==> src/hdl/sensor_cfg_map.vh <==
// Register map, field layout, reset values and timing of the config bank
`ifndef SENSOR_CFG_MAP_VH
`define SENSOR_CFG_MAP_VH

// ------------------------------------------------------------------
// Register offsets
// ------------------------------------------------------------------
`define ADDR_HALL_SPIN_CONFIG   8'h11
`define ADDR_HALL_BIAS_LEVEL    8'h12
`define ADDR_FILTER_SELECT      8'h14
`define ADDR_OSC_TRIM           8'h15
`define ADDR_OSC_TEMP_COMP      8'h16
`define ADDR_OTP_VALIDITY_FLAGS 8'h20

// ------------------------------------------------------------------
// Reset values and writable masks
// ------------------------------------------------------------------
`define RST_HALL_SPIN_CONFIG    8'h11
`define RST_HALL_BIAS_LEVEL     8'h70
`define RST_FILTER_SELECT       8'h01
`define RST_OSC_TRIM            8'h80
`define RST_OSC_TEMP_COMP       8'h00
`define MASK_HALL_SPIN_CONFIG   8'h3f
`define MASK_FILTER_SELECT      8'h7f

// ------------------------------------------------------------------
// Field positions
// ------------------------------------------------------------------
`define F_SPIN_PERIOD           1:0
`define F_BLANKING              3:2
`define B_MASK_OFF              4
`define B_TWO_PHASE             5
`define F_LP_CORNER             1:0
`define B_HALL_LP160            2
`define B_COIL_OFF              3
`define B_COIL_HP_BYPASS        4
`define F_HP_SEL                6:5
`define F_TC_LOW                3:0
`define F_TC_HIGH               7:4
`define B_ST_FACT_VALID         0
`define B_ST_FACT_SUM           1
`define B_ST_USER_FOUND         2
`define B_ST_USER_SUM           3
`define B_ST_TEMP               4

// ------------------------------------------------------------------
// Timing, in ns, with the clock period
// ------------------------------------------------------------------
`define CLK_NS                  40
`define SPIN_STEP_NS            200
`define BLANK_STEP_NS           50
`define MASK_NS                 50

// ------------------------------------------------------------------
// Temperature thresholds in degrees C
// ------------------------------------------------------------------
`define THR_20C                 8'h14
`define THR_40C                 8'h28
`define THR_60C                 8'h3c
`define THR_80C                 8'h50

// ------------------------------------------------------------------
// OTP layout
// ------------------------------------------------------------------
`define OTP_PAGE_MUL            128
`define OTP_BYTE_MUL            8
`define OTP_MARKER              8'ha5
`define OTP_MARKER_BYTE         4'h9
`define OTP_LAST_BYTE           4'ha
`define OTP_TRIM_BYTE           4'h0
`define OTP_TC_BYTE             4'h1
`define OTP_FACTORY_PAGE        3'h4
`define OTP_LAST_USER_PAGE      3'h3

`endif

==> src/hdl/sensor_config_otp_status.v <==
// Configuration registers, Hall spin timing and OTP status of the sensor
//
// Behaviour
// Spin period 200..800 ns, reset 01
// Rectifier blanking 50..200 ns, reset 00
// Mask bit 0 masks two clocks per cycle
// Phase bit selects four or two phases
// Low-pass corner 5/10/20 kHz, reset 01
// Bit enables extra 160 kHz Hall low-pass
// Bit disables coil path, reset active
// Bit bypasses coil high-pass filter
// High-pass select scales with low-pass choice
// Trim oscillator to 20 MHz, reset 0x80
// Low nibble compensates below threshold, signed
// High nibble compensates above threshold, reset 0
// Status at 0x20, four OTP flags
// OTP flags once; temperature flag continuous
// Temperature flag set above selected threshold
// OTP bit address page*128+byte*8+bit
// Page accepted on marker 0xa5 and checksum
// All data-set bytes sum to zero
// Threshold 20/40/60/80 C also splits segments
// No valid page keeps defaults, flags clear; the factory marker or sum flag is still set when its own check alone passes
// Status writes ignored; reserved bits read zero
`timescale 1ns/1ps
`include "sensor_cfg_map.vh"

module sensor_config_otp_status #(
	parameter ADDR_W = 8,
	parameter OTP_W  = 10
) (
	input  wire              i_mclk,
	input  wire              i_rst_n,
	input  wire [ADDR_W-1:0] i_addr,
	input  wire [7:0]        i_wdata,
	input  wire              i_wr,
	input  wire              i_rd,
	output reg  [7:0]        o_rdata,
	output reg               o_rvalid,
	input  wire [7:0]        i_temp_c,
	input  wire [2:0]        i_thr_sel,
	output reg               o_otp_rd,
	output reg  [OTP_W-1:0]  o_otp_addr,
	input  wire [7:0]        i_otp_data,
	output reg               o_load_done,
	output reg  [1:0]        o_spin_phase,
	output reg               o_blank,
	output reg               o_mask,
	output reg  [7:0]        o_bias,
	output reg  [1:0]        o_lp_sel,
	output reg               o_hall_lp160,
	output reg               o_coil_off,
	output reg               o_coil_hp_bypass,
	output reg  [1:0]        o_hp_sel,
	output reg  [7:0]        o_osc_trim,
	output reg               o_tc_neg,
	output reg  [2:0]        o_tc_step,
	output reg               o_temp_above
);

	// Timing constants held at the width of the nanosecond arithmetic
	localparam [9:0] CLK_NS_W     = `CLK_NS;
	localparam [9:0] CLK_RND_W    = `CLK_NS - 1;
	localparam [9:0] SPIN_STEP_W  = `SPIN_STEP_NS;
	localparam [9:0] BLANK_STEP_W = `BLANK_STEP_NS;
	localparam [9:0] MASK_W       = `MASK_NS;

	// Rounds a duration up to whole clocks, so no phase runs short
	function [4:0] ceil_cyc;
		input [9:0] ns;
		reg   [9:0] cyc;
		begin
			cyc      = (ns + CLK_RND_W) / CLK_NS_W;
			ceil_cyc = cyc[4:0];
		end
	endfunction

	localparam [2:0] S_RD   = 3'h1;
	localparam [2:0] S_WT   = 3'h2;
	localparam [2:0] S_DONE = 3'h4;

	reg  [7:0] spin_cfg_q;
	reg  [7:0] filt_q;
	reg  [7:0] tc_q;
	reg  [3:0] stat_q;
	reg  [2:0] st_q;
	reg  [2:0] page_q;
	reg  [3:0] byte_q;
	reg  [7:0] sum_q;
	reg        mark_ok_q;
	reg  [7:0] ld_trim_q;
	reg  [7:0] ld_tc_q;
	reg  [4:0] spin_cnt_q;
	reg  [4:0] blank_cnt_q;
	reg  [4:0] mask_cnt_q;
	reg  [4:0] spin_cnt_d;
	reg  [4:0] blank_cnt_d;
	reg  [4:0] mask_cnt_d;
	reg  [1:0] phase_d;
	reg  [7:0] thr;
	reg  [7:0] rd_mux;
	wire [7:0] sum_next;
	wire       set_ok;
	wire       last_byte;
	wire [9:0] spin_ns;
	wire [9:0] blank_ns;

	// Full-width bit address, cut to the port width when registered
	reg [31:0] otp_bit_addr;

	// ------------------------------------------------------------------
	// Hall spinning sequencer
	// ------------------------------------------------------------------
	assign spin_ns  = ({8'h00, spin_cfg_q[`F_SPIN_PERIOD]} + 10'h001) *
		SPIN_STEP_W;
	assign blank_ns = ({8'h00, spin_cfg_q[`F_BLANKING]} + 10'h001) *
		BLANK_STEP_W;

	always @* begin
		spin_cnt_d  = spin_cnt_q - 5'h01;
		phase_d     = o_spin_phase;
		blank_cnt_d = (blank_cnt_q != 5'h00) ? blank_cnt_q - 5'h01 : 5'h00;
		mask_cnt_d  = (mask_cnt_q != 5'h00) ? mask_cnt_q - 5'h01 : 5'h00;
		if (spin_cnt_q <= 5'h01) begin
			// period per code
			spin_cnt_d = ceil_cyc(spin_ns);
			// two or four phases
			if (spin_cfg_q[`B_TWO_PHASE])
				phase_d = {1'b0, ~o_spin_phase[0]};
			else
				phase_d = o_spin_phase + 2'h1;
			// blanking after each phase switch
			blank_cnt_d = ceil_cyc(blank_ns);
			// mask only when bit is low
			mask_cnt_d = spin_cfg_q[`B_MASK_OFF] ? 5'h00 :
				ceil_cyc(MASK_W);
		end
	end

	// ------------------------------------------------------------------
	// Temperature threshold and compensation segment
	// ------------------------------------------------------------------
	always @* begin
		// codes above 3 hold the top threshold
		case (i_thr_sel)
			3'h0:    thr = `THR_20C;
			3'h1:    thr = `THR_40C;
			3'h2:    thr = `THR_60C;
			default: thr = `THR_80C;
		endcase
	end

	// ------------------------------------------------------------------
	// Register read mux
	// ------------------------------------------------------------------
	always @* begin
		case (i_addr)
			`ADDR_HALL_SPIN_CONFIG:   rd_mux = spin_cfg_q;
			`ADDR_HALL_BIAS_LEVEL:    rd_mux = o_bias;
			`ADDR_FILTER_SELECT:      rd_mux = filt_q;
			`ADDR_OSC_TRIM:           rd_mux = o_osc_trim;
			`ADDR_OSC_TEMP_COMP:      rd_mux = tc_q;
			// flags in low bits, reserved read zero
			`ADDR_OTP_VALIDITY_FLAGS: rd_mux = {3'h0, o_temp_above, stat_q};
			default:                  rd_mux = 8'h00;
		endcase
	end

	// ------------------------------------------------------------------
	// OTP scan arithmetic
	// ------------------------------------------------------------------
	// page and byte weights, bit 0 of the byte
	always @* begin
		otp_bit_addr = page_q * `OTP_PAGE_MUL + byte_q * `OTP_BYTE_MUL;
	end

	// running byte sum modulo 256
	assign sum_next  = sum_q + i_otp_data;
	assign last_byte = (byte_q == `OTP_LAST_BYTE);
	// marker and zero sum
	assign set_ok    = mark_ok_q && (sum_next == 8'h00);

	always @(posedge i_mclk) begin
		if (!i_rst_n) begin
			spin_cfg_q       <= `RST_HALL_SPIN_CONFIG;
			filt_q           <= `RST_FILTER_SELECT;
			tc_q             <= `RST_OSC_TEMP_COMP;
			o_bias           <= `RST_HALL_BIAS_LEVEL;
			o_osc_trim       <= `RST_OSC_TRIM;
			stat_q           <= 4'h0;
			st_q             <= S_RD;
			page_q           <= `OTP_FACTORY_PAGE;
			byte_q           <= 4'h0;
			sum_q            <= 8'h00;
			mark_ok_q        <= 1'b0;
			ld_trim_q        <= 8'h00;
			ld_tc_q          <= 8'h00;
			spin_cnt_q       <= 5'h00;
			blank_cnt_q      <= 5'h00;
			mask_cnt_q       <= 5'h00;
			o_rdata          <= 8'h00;
			o_rvalid         <= 1'b0;
			o_otp_rd         <= 1'b0;
			o_otp_addr       <= {OTP_W{1'b0}};
			o_load_done      <= 1'b0;
			o_spin_phase     <= 2'h0;
			o_blank          <= 1'b0;
			o_mask           <= 1'b0;
			o_lp_sel         <= 2'h1;
			o_hall_lp160     <= 1'b0;
			o_coil_off       <= 1'b0;
			o_coil_hp_bypass <= 1'b0;
			o_hp_sel         <= 2'h0;
			o_tc_neg         <= 1'b0;
			o_tc_step        <= 3'h0;
			o_temp_above     <= 1'b0;
		end else begin
			spin_cnt_q   <= spin_cnt_d;
			blank_cnt_q  <= blank_cnt_d;
			mask_cnt_q   <= mask_cnt_d;
			o_spin_phase <= phase_d;
			o_blank      <= (blank_cnt_d != 5'h00);
			o_mask       <= (mask_cnt_d != 5'h00);
			o_rvalid     <= i_rd;
			o_rdata      <= i_rd ? rd_mux : 8'h00;
			// temperature flag refreshed every cycle
			// signed compare against threshold
			o_temp_above <= ($signed(i_temp_c) > $signed(thr));
			// low nibble below the threshold
			// high nibble above the threshold
			if (o_temp_above) begin
				{o_tc_neg, o_tc_step} <= tc_q[`F_TC_HIGH];
			end else begin
				{o_tc_neg, o_tc_step} <= tc_q[`F_TC_LOW];
			end
			// low-pass corner
			o_lp_sel         <= filt_q[`F_LP_CORNER];
			// extra Hall low-pass
			o_hall_lp160     <= filt_q[`B_HALL_LP160];
			// coil path off
			o_coil_off       <= filt_q[`B_COIL_OFF];
			// coil high-pass bypass
			o_coil_hp_bypass <= filt_q[`B_COIL_HP_BYPASS];
			// high-pass scale code
			o_hp_sel         <= filt_q[`F_HP_SEL];
			// status offset takes no write; unused bits masked
			if (i_wr) begin
				case (i_addr)
					`ADDR_HALL_SPIN_CONFIG:
						spin_cfg_q <= i_wdata & `MASK_HALL_SPIN_CONFIG;
					`ADDR_HALL_BIAS_LEVEL: o_bias <= i_wdata;
					`ADDR_FILTER_SELECT:
						filt_q <= i_wdata & `MASK_FILTER_SELECT;
					// trim written by calibration
					`ADDR_OSC_TRIM:      o_osc_trim <= i_wdata;
					`ADDR_OSC_TEMP_COMP: tc_q <= i_wdata;
					default: ;
				endcase
			end
			o_otp_rd <= 1'b0;
			case (st_q)
				S_RD: begin
					o_otp_rd   <= 1'b1;
					// Wider sum cut to the port on purpose
					o_otp_addr <= otp_bit_addr[OTP_W-1:0];
					st_q       <= S_WT;
				end
				S_WT: begin
					sum_q <= sum_next;
					if (byte_q == `OTP_MARKER_BYTE)
						mark_ok_q <= (i_otp_data == `OTP_MARKER);
					if (byte_q == `OTP_TRIM_BYTE)
						ld_trim_q <= i_otp_data;
					if (byte_q == `OTP_TC_BYTE)
						ld_tc_q <= i_otp_data;
					st_q   <= S_RD;
					byte_q <= byte_q + 4'h1;
					if (last_byte) begin
						byte_q    <= 4'h0;
						sum_q     <= 8'h00;
						mark_ok_q <= 1'b0;
						if (page_q == `OTP_FACTORY_PAGE) begin
							// flags captured once after power-on
							stat_q[`B_ST_FACT_VALID] <= mark_ok_q;
							stat_q[`B_ST_FACT_SUM]   <= (sum_next == 8'h00);
							// bad set leaves reset values
							if (set_ok) begin
								o_osc_trim <= ld_trim_q;
								tc_q       <= ld_tc_q;
							end
							page_q <= 3'h0;
						end else if (set_ok) begin
							stat_q[`B_ST_USER_FOUND] <= 1'b1;
							stat_q[`B_ST_USER_SUM]   <= 1'b1;
							st_q <= S_DONE;
						end else if (page_q == `OTP_LAST_USER_PAGE) begin
							st_q <= S_DONE;
						end else begin
							page_q <= page_q + 3'h1;
						end
					end
				end
				S_DONE: o_load_done <= 1'b1;
				default: st_q <= S_DONE;
			endcase
		end
	end

endmodule

==> config.mk <==
export PLATFORM = sky130hd
export DESIGN_NAME = sensor_config_otp_status
export DESIGN_NICKNAME = d
export VERILOG_FILES = /design/src/hdl/sensor_config_otp_status.v
export VERILOG_INCLUDE_DIRS = /design/src /design/src/hdl
export SDC_FILE = /design/constraint.sdc
export NUM_CORES = 1
export LEC_CHECK = 0
export BUFFER_PORTS_ARGS = -buffer_cell sky130_fd_sc_hd__clkbuf_2
export CELL_PAD_IN_SITES_DETAIL_PLACEMENT = 0
export CELL_PAD_IN_SITES_GLOBAL_PLACEMENT = 1
export CORE_UTILIZATION = 35
export DETAILED_ROUTE_END_ITERATION = 6
export GPL_ROUTABILITY_DRIVEN = 1
export PLACE_DENSITY_LB_ADDON = 0.1
export SLEW_MARGIN = 30
export SYNTH_ARGS = -nofsm -noshare
export SYNTH_HDL_FRONTEND = slang
export SYNTH_SLANG_ARGS = --single-unit
==> constraint.sdc <==
create_clock -name i_mclk -period 5.5 [get_ports i_mclk]
set_clock_uncertainty 0.1 [all_clocks]
set_input_delay 1.1 -clock i_mclk [delete_from_list [all_inputs] [get_ports i_mclk]]
set_output_delay 1.1 -clock i_mclk [all_outputs]
set_load 0.005 [all_outputs]
==> Yosys cells after proc, flatten, opt, wreduce, memory -nomap -nowiden <==
Cells that the tools add are included.
{ "word_totals": {"inputBits": 39, "memories": 0, "mem_bits_rw": 0, "regBits": 127, "latch_bits": 0, "rom_bits": 0} }
{ "op_classes": {"bitwise": 2, "n_addsub": 12, "eq_ne": 19, "order_cmp": 2, "n_mux": 36, "n_shift": 0, "n_div": 2, "n_reduce_logical": 19, "mul": 2} }
{ "ops": {"columns": ["cell", "n"], "rows": [
  ["$mux 8", 13],
  ["$pmux 8 s6", 1],
  ["$eq 8x5->1 const B", 5],
  ["$mux 5", 5],
  ["$mux 3", 8],
  ["$pmux 7 s3", 1],
  ["$div 10x6->10 const B", 2],
  ["$reduce_bool 5->1", 4],
  ["$sub 5x1->5 const B", 3],
  ["$reduce_and 2->1", 7],
  ["$add 10x6->10 const B", 1],
  ["$add 10x7->10", 1],
  ["$add 9x6->10 const B", 1],
  ["$eq 3x2->1 const B", 3],
  ["$pmux 3 s3", 1],
  ["$add 8x8->8", 1],
  ["$eq 4x4->1 const B", 2],
  ["$eq 8x6->1 const B", 1],
  ["$eq 8x8->1 const B", 1],
  ["$gt 8x8->1", 1],
  ["$logic_not 8->1", 1],
  ["$mul 3x5->8 const B", 1],
  ["$reduce_and 4->1", 2],
  ["$mul 3x5->7 const B", 1],
  ["other kinds (19)", 27]
]} }

==> Logic depth before layout (Yosys ltp) <==
Gate-level depths: netlist of the first run.
{ "depth": {"word_depth": 7, "depth_mapped": 10, "ltp_nobuf": 9} }

==> Worst setup path before layout of the first run <==
Ideal clock, no wire load.
{ "synth_path": {"path_kind": "input-to-reg", "start": "input port i_otp_data[0]", "end": "register tc_q[0]", "required_time_ps": 5312, "n_path_buf": 1, "setup_slack_ps": 2007, "path_stages": 10, "arrival_time_ps": 3305, "cell_sequence": "ha_1 > fa_1 > a211oi_2 > o21bai_1 > a21oi_1 > mux2i_1 > a2111o_1 > clkbuf_1 > nor2_1 > a311oi_2"} }
{ "synth_via": {"elab_chain_cells": 7} }
{ "synth_rtl": {"columns": ["item", "line_no", "text"], "rows": [
  ["start: declaration", "sensor_config_otp_status.v:44", "input wire [7:0] i_otp_data,"],
  ["$add 8x8->8", "sensor_config_otp_status.v:178", "assign sum_next = sum_q + i_otp_data;"],
  ["$logic_not 8->1", "sensor_config_otp_status.v:181", "assign set_ok = mark_ok_q && (sum_next == 8'h00);"],
  ["$logic_and 1x1->1", "sensor_config_otp_status.v:181", null],
  ["$mux 8", "sensor_config_otp_status.v:287", "if (set_ok) begin"],
  ["$mux 8", "sensor_config_otp_status.v:282", "if (page_q == `OTP_FACTORY_PAGE) begin"],
  ["$mux 8", "sensor_config_otp_status.v:278", "if (last_byte) begin"],
  ["$mux 8", "sensor_config_otp_status.v:261", "case (st_q)"],
  ["end signal: assignment", "sensor_config_otp_status.v:187", "tc_q <= `RST_OSC_TEMP_COMP;"],
  ["end signal: assignment", "sensor_config_otp_status.v:256", "`ADDR_OSC_TEMP_COMP: tc_q <= i_wdata;"],
  ["end signal: assignment", "sensor_config_otp_status.v:289", "tc_q <= ld_tc_q;"],
  ["end: declaration", "sensor_config_otp_status.v:84", "reg [7:0] tc_q;"]
]} }
No other way between the ends.
A chain may end at the register's enable or synchronous reset.

==> Worst setup path after layout of the first run <==
{ "layout_path": {"start": "input port i_otp_data[0]", "end": "register tc_q[2]"} }
The elaborated chain is that of the path after synthesis.

==> metrics, run 1 <==
status=completed; Pleak=3.158 nW; largest net degree at the start of global routing=54; final hold vios=0; # clock sinks=between 100 and 150; Die Width=134.2 microns; Clock Tree Buf Depth=2; Slowest-stage cell, CP=a2111o_1; drt via density=5.215; synth unique cells=68; Crit path required time=5.73 ns; yosys warns=0; gpl congestion=0.7981; total number of cells along the worst setup path=11; Max Transition Viols Final=0; Skew-Pair Late Insertion Delay=roughly 0.42 ns; sequential power share=0.380; total power draw=2.688 mW; final WL=16560 microns; setup repair bufs after CTS=0; worst-path cell chain=clkbuf_2 > ha_1 > fa_1 > a211oi_2 > o21bai_1 > a21oi_1 > mux2i_1 > a2111o_1 > buf_4 > nor2_1 > a311oi_2; 1st-pass router iterations=7; delay of the slowest critical-path stage=0.62 ns; CP top delay family=compound AO/OA/AOI/OAI gates; Clock transition at path regs=0.06 ns; Initial Util=0.3635; Netlist Area Pre-Place=6113 sq um; Seq/Total Area, Yosys=0.4061; Worst slew margin=0.3841; Root Buffer=clkbuf_16; number of enable flip-flop cells after synthesis=0; H-tree Lvls=4; Ports=92; Iteration-0 DRC Markers=274; clock power share=0.421; post-cts resize count=0; switching portion of total power=0.2818; crit path max fanout=20; Mean Syn Cell Area=a little under 9 sq um; post-route ant nets=0; RSZ-0062 raised after global routing=no; critical path class=input port to flip-flop; Worst Path Buf+Inv=2; Hold Crit Class=flip-flop to flip-flop; area added between synthesis and finish=19.81%; Slew @ Worst Pin=around 0.92 ns; NetSw=roughly 0.76 mW; IO buf count=88; worst hold stages=1; worst reg-to-reg path cell count=10; P_int=1.931 mW; fraction of layout cells with a size suffix above 1=0.1869; Nets=844; TritonCTS Buffers=17; wire length per cell=16.55 microns; Final setup viols=0; CP Launch Type=input port; fmax=257.9 MHz; #FFs+latches synth=approximately 120; final core occ=0.4355; Hold Slack=0.3636 ns; hold buffer count at cts=0; CTS tree=yes; PD cells=367.0 nW/um^2; period utilization=0.7049; global route overflow=0; fin cells=1001; Critical Path AT=4.10 ns; minimum clock period=3.877 ns; Async S/R FF share, synth=0; die area=18000 sq um; Cells after Synth=692; first-pass GRT wire length=about 27000 microns; Antenna Cells=0; peak supply drop=roughly 220 uV; GRT Total Usage=0.1928; Placed Cells=slightly below 1000; Residual DRC=0; DP HPWL=between 10000 and 15000 microns; Core Box Area=16820 sq um; Post-Route Setup TNS=0 ns; Comb power frac=0.199; Vias=approximately 5200; crit end category=flip-flop; max cap viols=0; number of global-route vias before repair=5101; initial antenna violation count=0; chip height=between 100 and 150 microns; ys flop type=dfxtp_1; FP Rows=47
## layout make-up
| class | instances | area, sq um |
|---|---|---|
| Clock buffer | 20 | 446.7 |
| Multi-Input combinational cell | 513 | 3418 |
| Sequential cell | 124 | 2482 |
| Clock inverter | 11 | 145.1 |
| Fill cell | 1696 | 9494 |
| Timing Repair Buffer | 94 | 485.5 |
| Inverter | 19 | 71.32 |
| Tap cell | 220 | 275.3 |
## path summary, 6_finish.rpt
kind              slack (ns)     startpoint            end
hold reg to reg         0.36  mask_cnt_q[0]  mask_cnt_q[0]
setup reg to reg        2.15       sum_q[0]        tc_q[2]
setup / recovery        1.62  i_otp_data[0]        tc_q[2]
hold / removal          0.36  mask_cnt_q[0]  mask_cnt_q[0]
## metrics by stage
step | worst slack (ns) | instance area [sq um]
floorplan | 2.007 | 6121
global placement | 1.276 | 6726
detailed placement | 1.180 | 6726
CTS | 1.609 | 7318
global route | 1.413 | 7325
finish | 1.623 | 7325
## layer usage
metal / global-route usage / wire length (microns) / up-vias
met2: 0.3241 / 7887 / 126
met1: 0.2448 / 7770 / 2465
li1: - / - / 2605
met4: 0.07303 / 251 / 0
met5: 0 / 0 / -
met3: 0.03553 / 653 / 24
## kinds of logic after synthesis
kind of cell,synth area share
AOI/OAI and AO/OA,0.1484
xor gates and xnor gates,0.02435
adders and majority gates,0.07491
buffers and inverters,0.03786
DFF,0.4061
muxes,0.08801
other,0.0006134
and+or+nand+nor,0.2198
## power by group through the flow
| stage | Clock (mW) | Combinational (mW) | Sequential, mW |
|---|---|---|---|
| 2_1_floorplan | 0 | 0.409 | 1.03 |
| 3_3_place_gp | 0 | 0.534 | 1.04 |
| 3_5_place_dp | 0 | 0.535 | 1.04 |
| 4_1_cts | 1.15 | 0.539 | 1.02 |
| 5_1_grt | 1.20 | 0.610 | 1.03 |
| 6_report | 1.13 | 0.534 | 1.02 |
## layout by cell type, fill, tap and decap left out, types with 7 or more instances in the layout
cell type,synthesis,final
nor2_1,107,107
nor3_1,16,16
inv_1,19,18
ha_1,35,35
xor2_1,7,7
and2_1,11,11
a211oi_1,13,13
nor3b_1,8,7
o21ai_0,13,13
nand3_1,35,35
clkbuf_16,0,17
mux2i_1,50,50
nand2_1,55,55
dfxtp_1,124,124
clkbuf_2,0,88
a21oi_1,49,49
xnor2_1,10,10
## registers in the layout, indices dropped and copies added, names as in the netlist, 8 cells and up
register    count
ld_tc_q         8
ld_trim_q       8
o_bias          8
o_osc_trim      8
o_rdata         8
sum_q           8
tc_q            8
## synthesized netlist by cell type (4+ instances only)
master | number | area share
dfxtp_1 | 124 | 0.41
nor2_1 | 107 | 0.066
nand2_1 | 55 | 0.034
mux2i_1 | 50 | 0.082
a21oi_1 | 49 | 0.040
ha_1 | 35 | 0.072
nand3_1 | 35 | 0.029
clkbuf_1 | 24 | 0.015
inv_1 | 19 | 0.012
nor3_1 | 16 | 0.013
a211oi_1 | 13 | 0.016
o21ai_0 | 13 | 0.011
and2_1 | 11 | 0.011
xnor2_1 | 10 | 0.014
nor3b_1 | 8 | 0.0098
xor2_1 | 7 | 0.010
a222oi_1 | 6 | 0.0098
a22oi_1 | 6 | 0.0074
buf_1 | 6 | 0.0037
nand2b_1 | 6 | 0.0061
nor2b_1 | 6 | 0.0061
o21a_1 | 6 | 0.0074
a311oi_2 | 5 | 0.012
buf_2 | 5 | 0.0041
nand3b_1 | 5 | 0.0061
nor4_1 | 5 | 0.0051
a21o_1 | 4 | 0.0049
No activity file was read; power rests on OpenSTA's default activity.
==> run 2, diff against run 1 <==
--- a/config.mk
+++ b/config.mk
@@ -6,6 +6,7 @@
 export SDC_FILE = /design/constraint.sdc
 export NUM_CORES = 1
 export LEC_CHECK = 0
+export ABC_AREA = 1
 export BUFFER_PORTS_ARGS = -buffer_cell sky130_fd_sc_hd__clkbuf_2
 export CELL_PAD_IN_SITES_DETAIL_PLACEMENT = 0
 export CELL_PAD_IN_SITES_GLOBAL_PLACEMENT = 1
==> constraint.sdc (replaced) <==
create_clock -name i_mclk -period 3.5 [get_ports i_mclk]
set_clock_uncertainty 0.1 [all_clocks]
set_input_delay 0.7 -clock i_mclk [delete_from_list [all_inputs] [get_ports i_mclk]]
set_output_delay 0.7 -clock i_mclk [all_outputs]
set_load 0.005 [all_outputs]
==> metrics, run 2 <==
status=finished, violations left; failing checks=DRC; Seq/Total Area, Yosys=0.4123; Final setup viols=0; Async S/R FF share, synth=0; global route overflow=0; post-route ant nets=0; worst hold stages=2; Ports=92; Max Transition Viols Final=0; fraction of layout cells with a size suffix above 1=0.1710; worst reg-to-reg path cell count=11; Mean Syn Cell Area=7.298 sq um; Hold Slack=0.3467 ns; Slew @ Worst Pin=around 0.8 ns; Skew-Pair Late Insertion Delay=0.41 ns; first-pass GRT wire length=between 20000 and 30000 microns; reg-to-reg slack, setup=0.94 ns; area added between synthesis and finish=21.01%; gpl congestion=roughly 0.84; Initial Util=0.3605; Clock transition at path regs=~0.05 ns; drt via density=between 4 and 5; Netlist Area Pre-Place=6021 sq um; setup repair bufs after CTS=0; H-tree Lvls=4; hold_sp=filt_q[3]; initial antenna violation count=0; final hold vios=0; minimum clock period=2.679 ns; Worst slew margin=0.4785; Critical Path AT=2.92 ns; yosys warns=0; Pleak=between 3 and 4 nW; number of enable flip-flop cells after synthesis=0; crit path max fanout=16; period utilization=0.7655; Worst R2R Start=sum_q[0]; PD cells=575.5 nW/um^2; Cells after Synth=825; critical path class=input port to flip-flop; Root Buffer=clkbuf_16; count leader, synth=dfxtp_1; CTS tree=yes; area share of the largest cell type after synthesis=0.4123; TritonCTS Buffers=17; Die Width=133.2 microns; fmax=between 300 and 400 MHz; hold endpoint=o_coil_off; crit end category=flip-flop; most frequent cells in the layout=124 x dfxtp_1, 122 x nand2_1, 111 x inv_1, 111 x nor2_1, 88 x clkbuf_2; Residual DRC=2; #FFs+latches synth=around 120; number of global-route vias before repair=5382; CP Launch Type=input port; Post-Route Setup TNS=0 ns; post-cts resize count=0; final core occ=0.4362; max cap viols=0; DP HPWL=12230 microns; Clock Tree Buf Depth=2; Hold Crit Class=flip-flop to flip-flop; Synth area leader=dfxtp_1; peak supply drop=325.8 uV; Core Box Area=16700 sq um; Iteration-0 DRC Markers=257; FP Rows=47; 1st-pass router iterations=7; Crit path required time=3.74 ns; Antenna Cells=0; RSZ-0062 raised after global routing=no; GRT Total Usage=0.1951; Reg-to-Reg End=o_osc_trim[2]; Vias=between 5000 and 6000; Nets=992; chip height=133.2 microns; wire length per cell=14.18 microns; hold buffer count at cts=0; final WL=16310 microns; # clock sinks=124; largest net degree at the start of global routing=48; IO buf count=approximately 90; ys flop type=dfxtp_1; top cells by area, synth=dfxtp_1 41%, nand2_1 7.6%, ha_1 7.3%, o21ai_0 7.2%, inv_1 6.9%; die area=17730 sq um; commonest non-fill, non-tap cell in the layout=dfxtp_1; synth unique cells=40; Post-synth top cells=124 x dfxtp_1, 122 x nand2_1, 111 x inv_1, 111 x nor2_1, 87 x o21ai_0; total power draw=4.193 mW
==> run 2: worst max-delay path by stage <==
| stage | from | endpoint | slack [ns] |
|---|---|---|---|
| after floorplan | i_otp_data[0] | o_osc_trim[7] | 0.67 |
| after global placement | i_otp_data[0] | o_osc_trim[2] | 0.51 |
| after detailed placement | i_otp_data[0] | o_osc_trim[4] | 0.45 |
| after CTS | i_otp_data[0] | o_osc_trim[2] | 0.82 |
| after global routing | i_otp_data[0] | o_osc_trim[0] | 0.60 |
| final | i_otp_data[0] | o_osc_trim[2] | 0.82 |
==> run 2: cells by family (layout without fill, tap and decap cells) <==
kind of cell,count (synthesis),in the layout,synth area share
AO/OA/AOI/OAI,186,186,0.1648
other,1,3,0.0006228
adder cells (fa/ha/maj),36,36,0.07606
XOR/XNOR,9,9,0.01309
buffers and inverters,147,250,0.09559
flip-flops,124,124,0.4123
AND/OR/NAND/NOR,322,322,0.2375
==> run 2: metal layers <==
metal / track usage / vias up / wire, microns
met5: 0 / - / 0
met4: 0.04672 / 0 / 167
met3: 0.04300 / 12 / 648
met2: 0.3104 / 115 / 7301
met1: 0.2685 / 2525 / 8187
li1: - / 2875 / -
==> run 2: critical path, stage by stage <==
cell	delay, ns
clkbuf_2	0.12
ha_1	0.24
fa_1	0.46
or2_2	0.31
nor2_1	0.11
nand3_1	0.09
nor2_1	0.13
nand2_1	0.12
nor3_4	0.15
buf_4	0.23
o21ai_0	0.12
nor2_1	0.14
==> run 2: layout make-up <==
class / count / area [sq um]
repair buffers: 99 / 523.0
clock inverters: 11 / 117.6
inverters: 119 / 446.7
flip-flops and latches: 124 / 2482
well taps: 220 / 275.3
clock buffers: 21 / 470.5
fillers: 1740 / 9415
multi-input cells: 556 / 2970
==> run 2: report_power, final <==
group | total [mW] | internal, mW | leakage, nW | switching (mW)
registers | 1.62 | 1.54 | 1.01 | 0.0790
clock network | 1.73 | 1.10 | 0.277 | 0.636
logic | 0.840 | 0.327 | 2.17 | 0.513
==> run 2: stage by stage <==
stage                     cell area, sq um  worst slack [ns]  std cells
after floorplan                       6028            0.6744        827
after global routing                  7286            0.6018       1150
after CTS                             7286            0.8229       1150
final                                 7286            0.8207       1150
after detailed placement              6698            0.4526       1118
after global placement                6698            0.5072       1118
==> run 3, diff against run 2 <==
==> constraint.sdc (replaced) <==
create_clock -name i_mclk -period 2.35 [get_ports i_mclk]
set_clock_uncertainty 0.1 [all_clocks]
set_input_delay 0.47 -clock i_mclk [delete_from_list [all_inputs] [get_ports i_mclk]]
set_output_delay 0.47 -clock i_mclk [all_outputs]
set_load 0.005 [all_outputs]
==> metrics, run 3 (same netlist as run 2, synthesis figures left out) <==
period utilization=1.052; Hold Crit Class=input port to flip-flop; CP Launch Type=flip-flop; wire length per cell=13.82 microns; Iteration-0 DRC Markers=around 240; Root Buffer=clkbuf_16; CP Launch Point=sum_q[0]; failing checks=setup timing; max cap viols=0; H-tree Lvls=4; Core Box Area=16700 sq um; NetSw=1.873 mW; Final setup viols=16; drt via density=4.775; Antenna Cells=0; Clock transition at path regs=0.06 ns; commonest non-fill, non-tap cell in the layout=dfxtp_1; # clock sinks=approximately 120; Crit path required time=2.54 ns; Residual DRC=0; global route overflow=0; FILL cells=between 1500 and 2000; CTS tree=yes; Comb power frac=0.209; sequential power share=0.372; largest net degree at the start of global routing=51; Reg-to-Reg End=tc_q[6]; Ports=92; area occupied by multi-input gates=around 3100 sq um; Worst Setup EP=tc_q[6]; Critical Path AT=2.67 ns; first-pass GRT wire length=26690 microns; crit path max fanout=5; reg-to-reg slack, setup=-0.12 ns; worst reg-to-reg path cell count=13; number of global-route vias before repair=5438; P_int=4.618 mW; 1st-pass router iterations=5; area added between synthesis and finish=28.47%; die area=17730 sq um; most frequent cells in the layout=122 x dfxtp_1, 120 x nand2_1, 111 x inv_1, 104 x nor2_1, 88 x clkbuf_2; Post-Route Setup TNS=-1.156 ns; Initial Util=0.3605; fmax=404.6 MHz; status=finished, violations left; Reg area=2485 sq um; switching portion of total power=0.2886; Worst R2R Start=sum_q[0]; initial antenna violation count=0; GRT Total Usage=0.1905; RSZ-0062 raised after global routing=yes; fraction of layout cells with a size suffix above 1=0.2248; Pleak=3.642 nW; Slew @ Worst Pin=0.6580 ns; IO buf count=88; Skew-Pair Late Insertion Delay=0.41 ns; crit end category=flip-flop; chip height=~130 microns; post-route ant nets=0; Worst slew margin=0.5567; critical path class=flip-flop to flip-flop; minimum clock period=2.472 ns; PD cells=839.3 nW/um^2; Nets=roughly 1000; FP Rows=47; Vias=5639; Max Transition Viols Final=0; fin cells=1181; clock power share=0.419; gpl congestion=0.8454; final WL=16320 microns; Placed Cells=1142; Die Width=133.2 microns; DP HPWL=12370 microns; fin worst setup slack=-0.1216 ns; Hold Slack=0.1315 ns; final hold vios=0; Clock Tree Buf Depth=2; final core occ=0.4631; TritonCTS Buffers=17; peak supply drop=490.3 uV
-- run 3: cell type report --
type / count / share of cell area
clock buffer: 19 / 0.05726
inverter: 119 / 0.05840
clock inverter: 12 / 0.02216
sequential: 124 / 0.3213
timing repair inverter: 1 / 0.0009706
timing repair buffer: 130 / 0.1055
multi-input combinational: 556 / 0.3989
tap: 220 / 0.03559
-- run 3: repair_timing --
action | in CTS | in global routing
setup endpoints to repair | 18 | 22
gates resized for setup | 22 | 19
hold buffers | 0 | 0
buffers inserted | 5 | 1
pin swaps | 10 | 13
cloned | 2 | 0
-- run 3: worst min-delay path by stage --
| stage | start | to | slack (ns) | cells after the start |
|---|---|---|---|---|
| 2_1_floorplan | filt_q[0] | o_lp_sel[0] | 0.30 | 2 |
| 3_3_place_gp | filt_q[5] | o_hp_sel[0] | 0.33 | 2 |
| 3_5_place_dp | filt_q[5] | o_hp_sel[0] | 0.34 | 2 |
| 4_1_cts | i_temp_c[7] | o_temp_above | 0.11 | 2 |
| 5_1_grt | i_temp_c[7] | o_temp_above | 0.12 | 2 |
| 6_report | i_temp_c[7] | o_temp_above | 0.13 | 2 |
-- run 3: worst max-delay path: stages (launching register included) --
cell	delay, ns
dfxtp_2	0.33
ha_4	0.16
fa_2	0.47
or2_4	0.25
nor2_4	0.08
nand3_2	0.08
nor2_4	0.12
nand2_2	0.08
nor3_4	0.21
buf_6	0.13
clkinvlp_4	0.08
buf_6	0.14
nor2_1	0.08
nor2_1	0.05
-- run 3: power groups by stage --
stage	logic, mW	registers (mW)	clock network [mW]
3_3_place_gp	1.30	2.45	0
6_report	1.36	2.41	2.72
4_1_cts	1.35	2.41	2.78
5_1_grt	1.56	2.43	2.88
2_1_floorplan	0.955	2.43	0
3_5_place_dp	1.34	2.45	0
-- run 3: layer usage --
metal | vias to the layer above | part of all wire | GRT usage
li1 | 2937 | - | -
met2 | 117 | 0.47 | 0.3226
met4 | 0 | 0.022 | 0.07134
met1 | 2566 | 0.47 | 0.2343
met3 | 19 | 0.038 | 0.04528
met5 | - | 0 | 0
-- run 3: through the flow --
step                      instance area, sq um  setup WS [ns]  total power [mW]
after global placement                    6918        -0.4017             3.746
after global routing                      7735        -0.2367             6.869
after floorplan                           6043        -0.1939             3.387
after detailed placement                  6918        -0.4683             3.797
final                                     7735        -0.1216             6.492
after CTS                                 7661        -0.1198             6.546
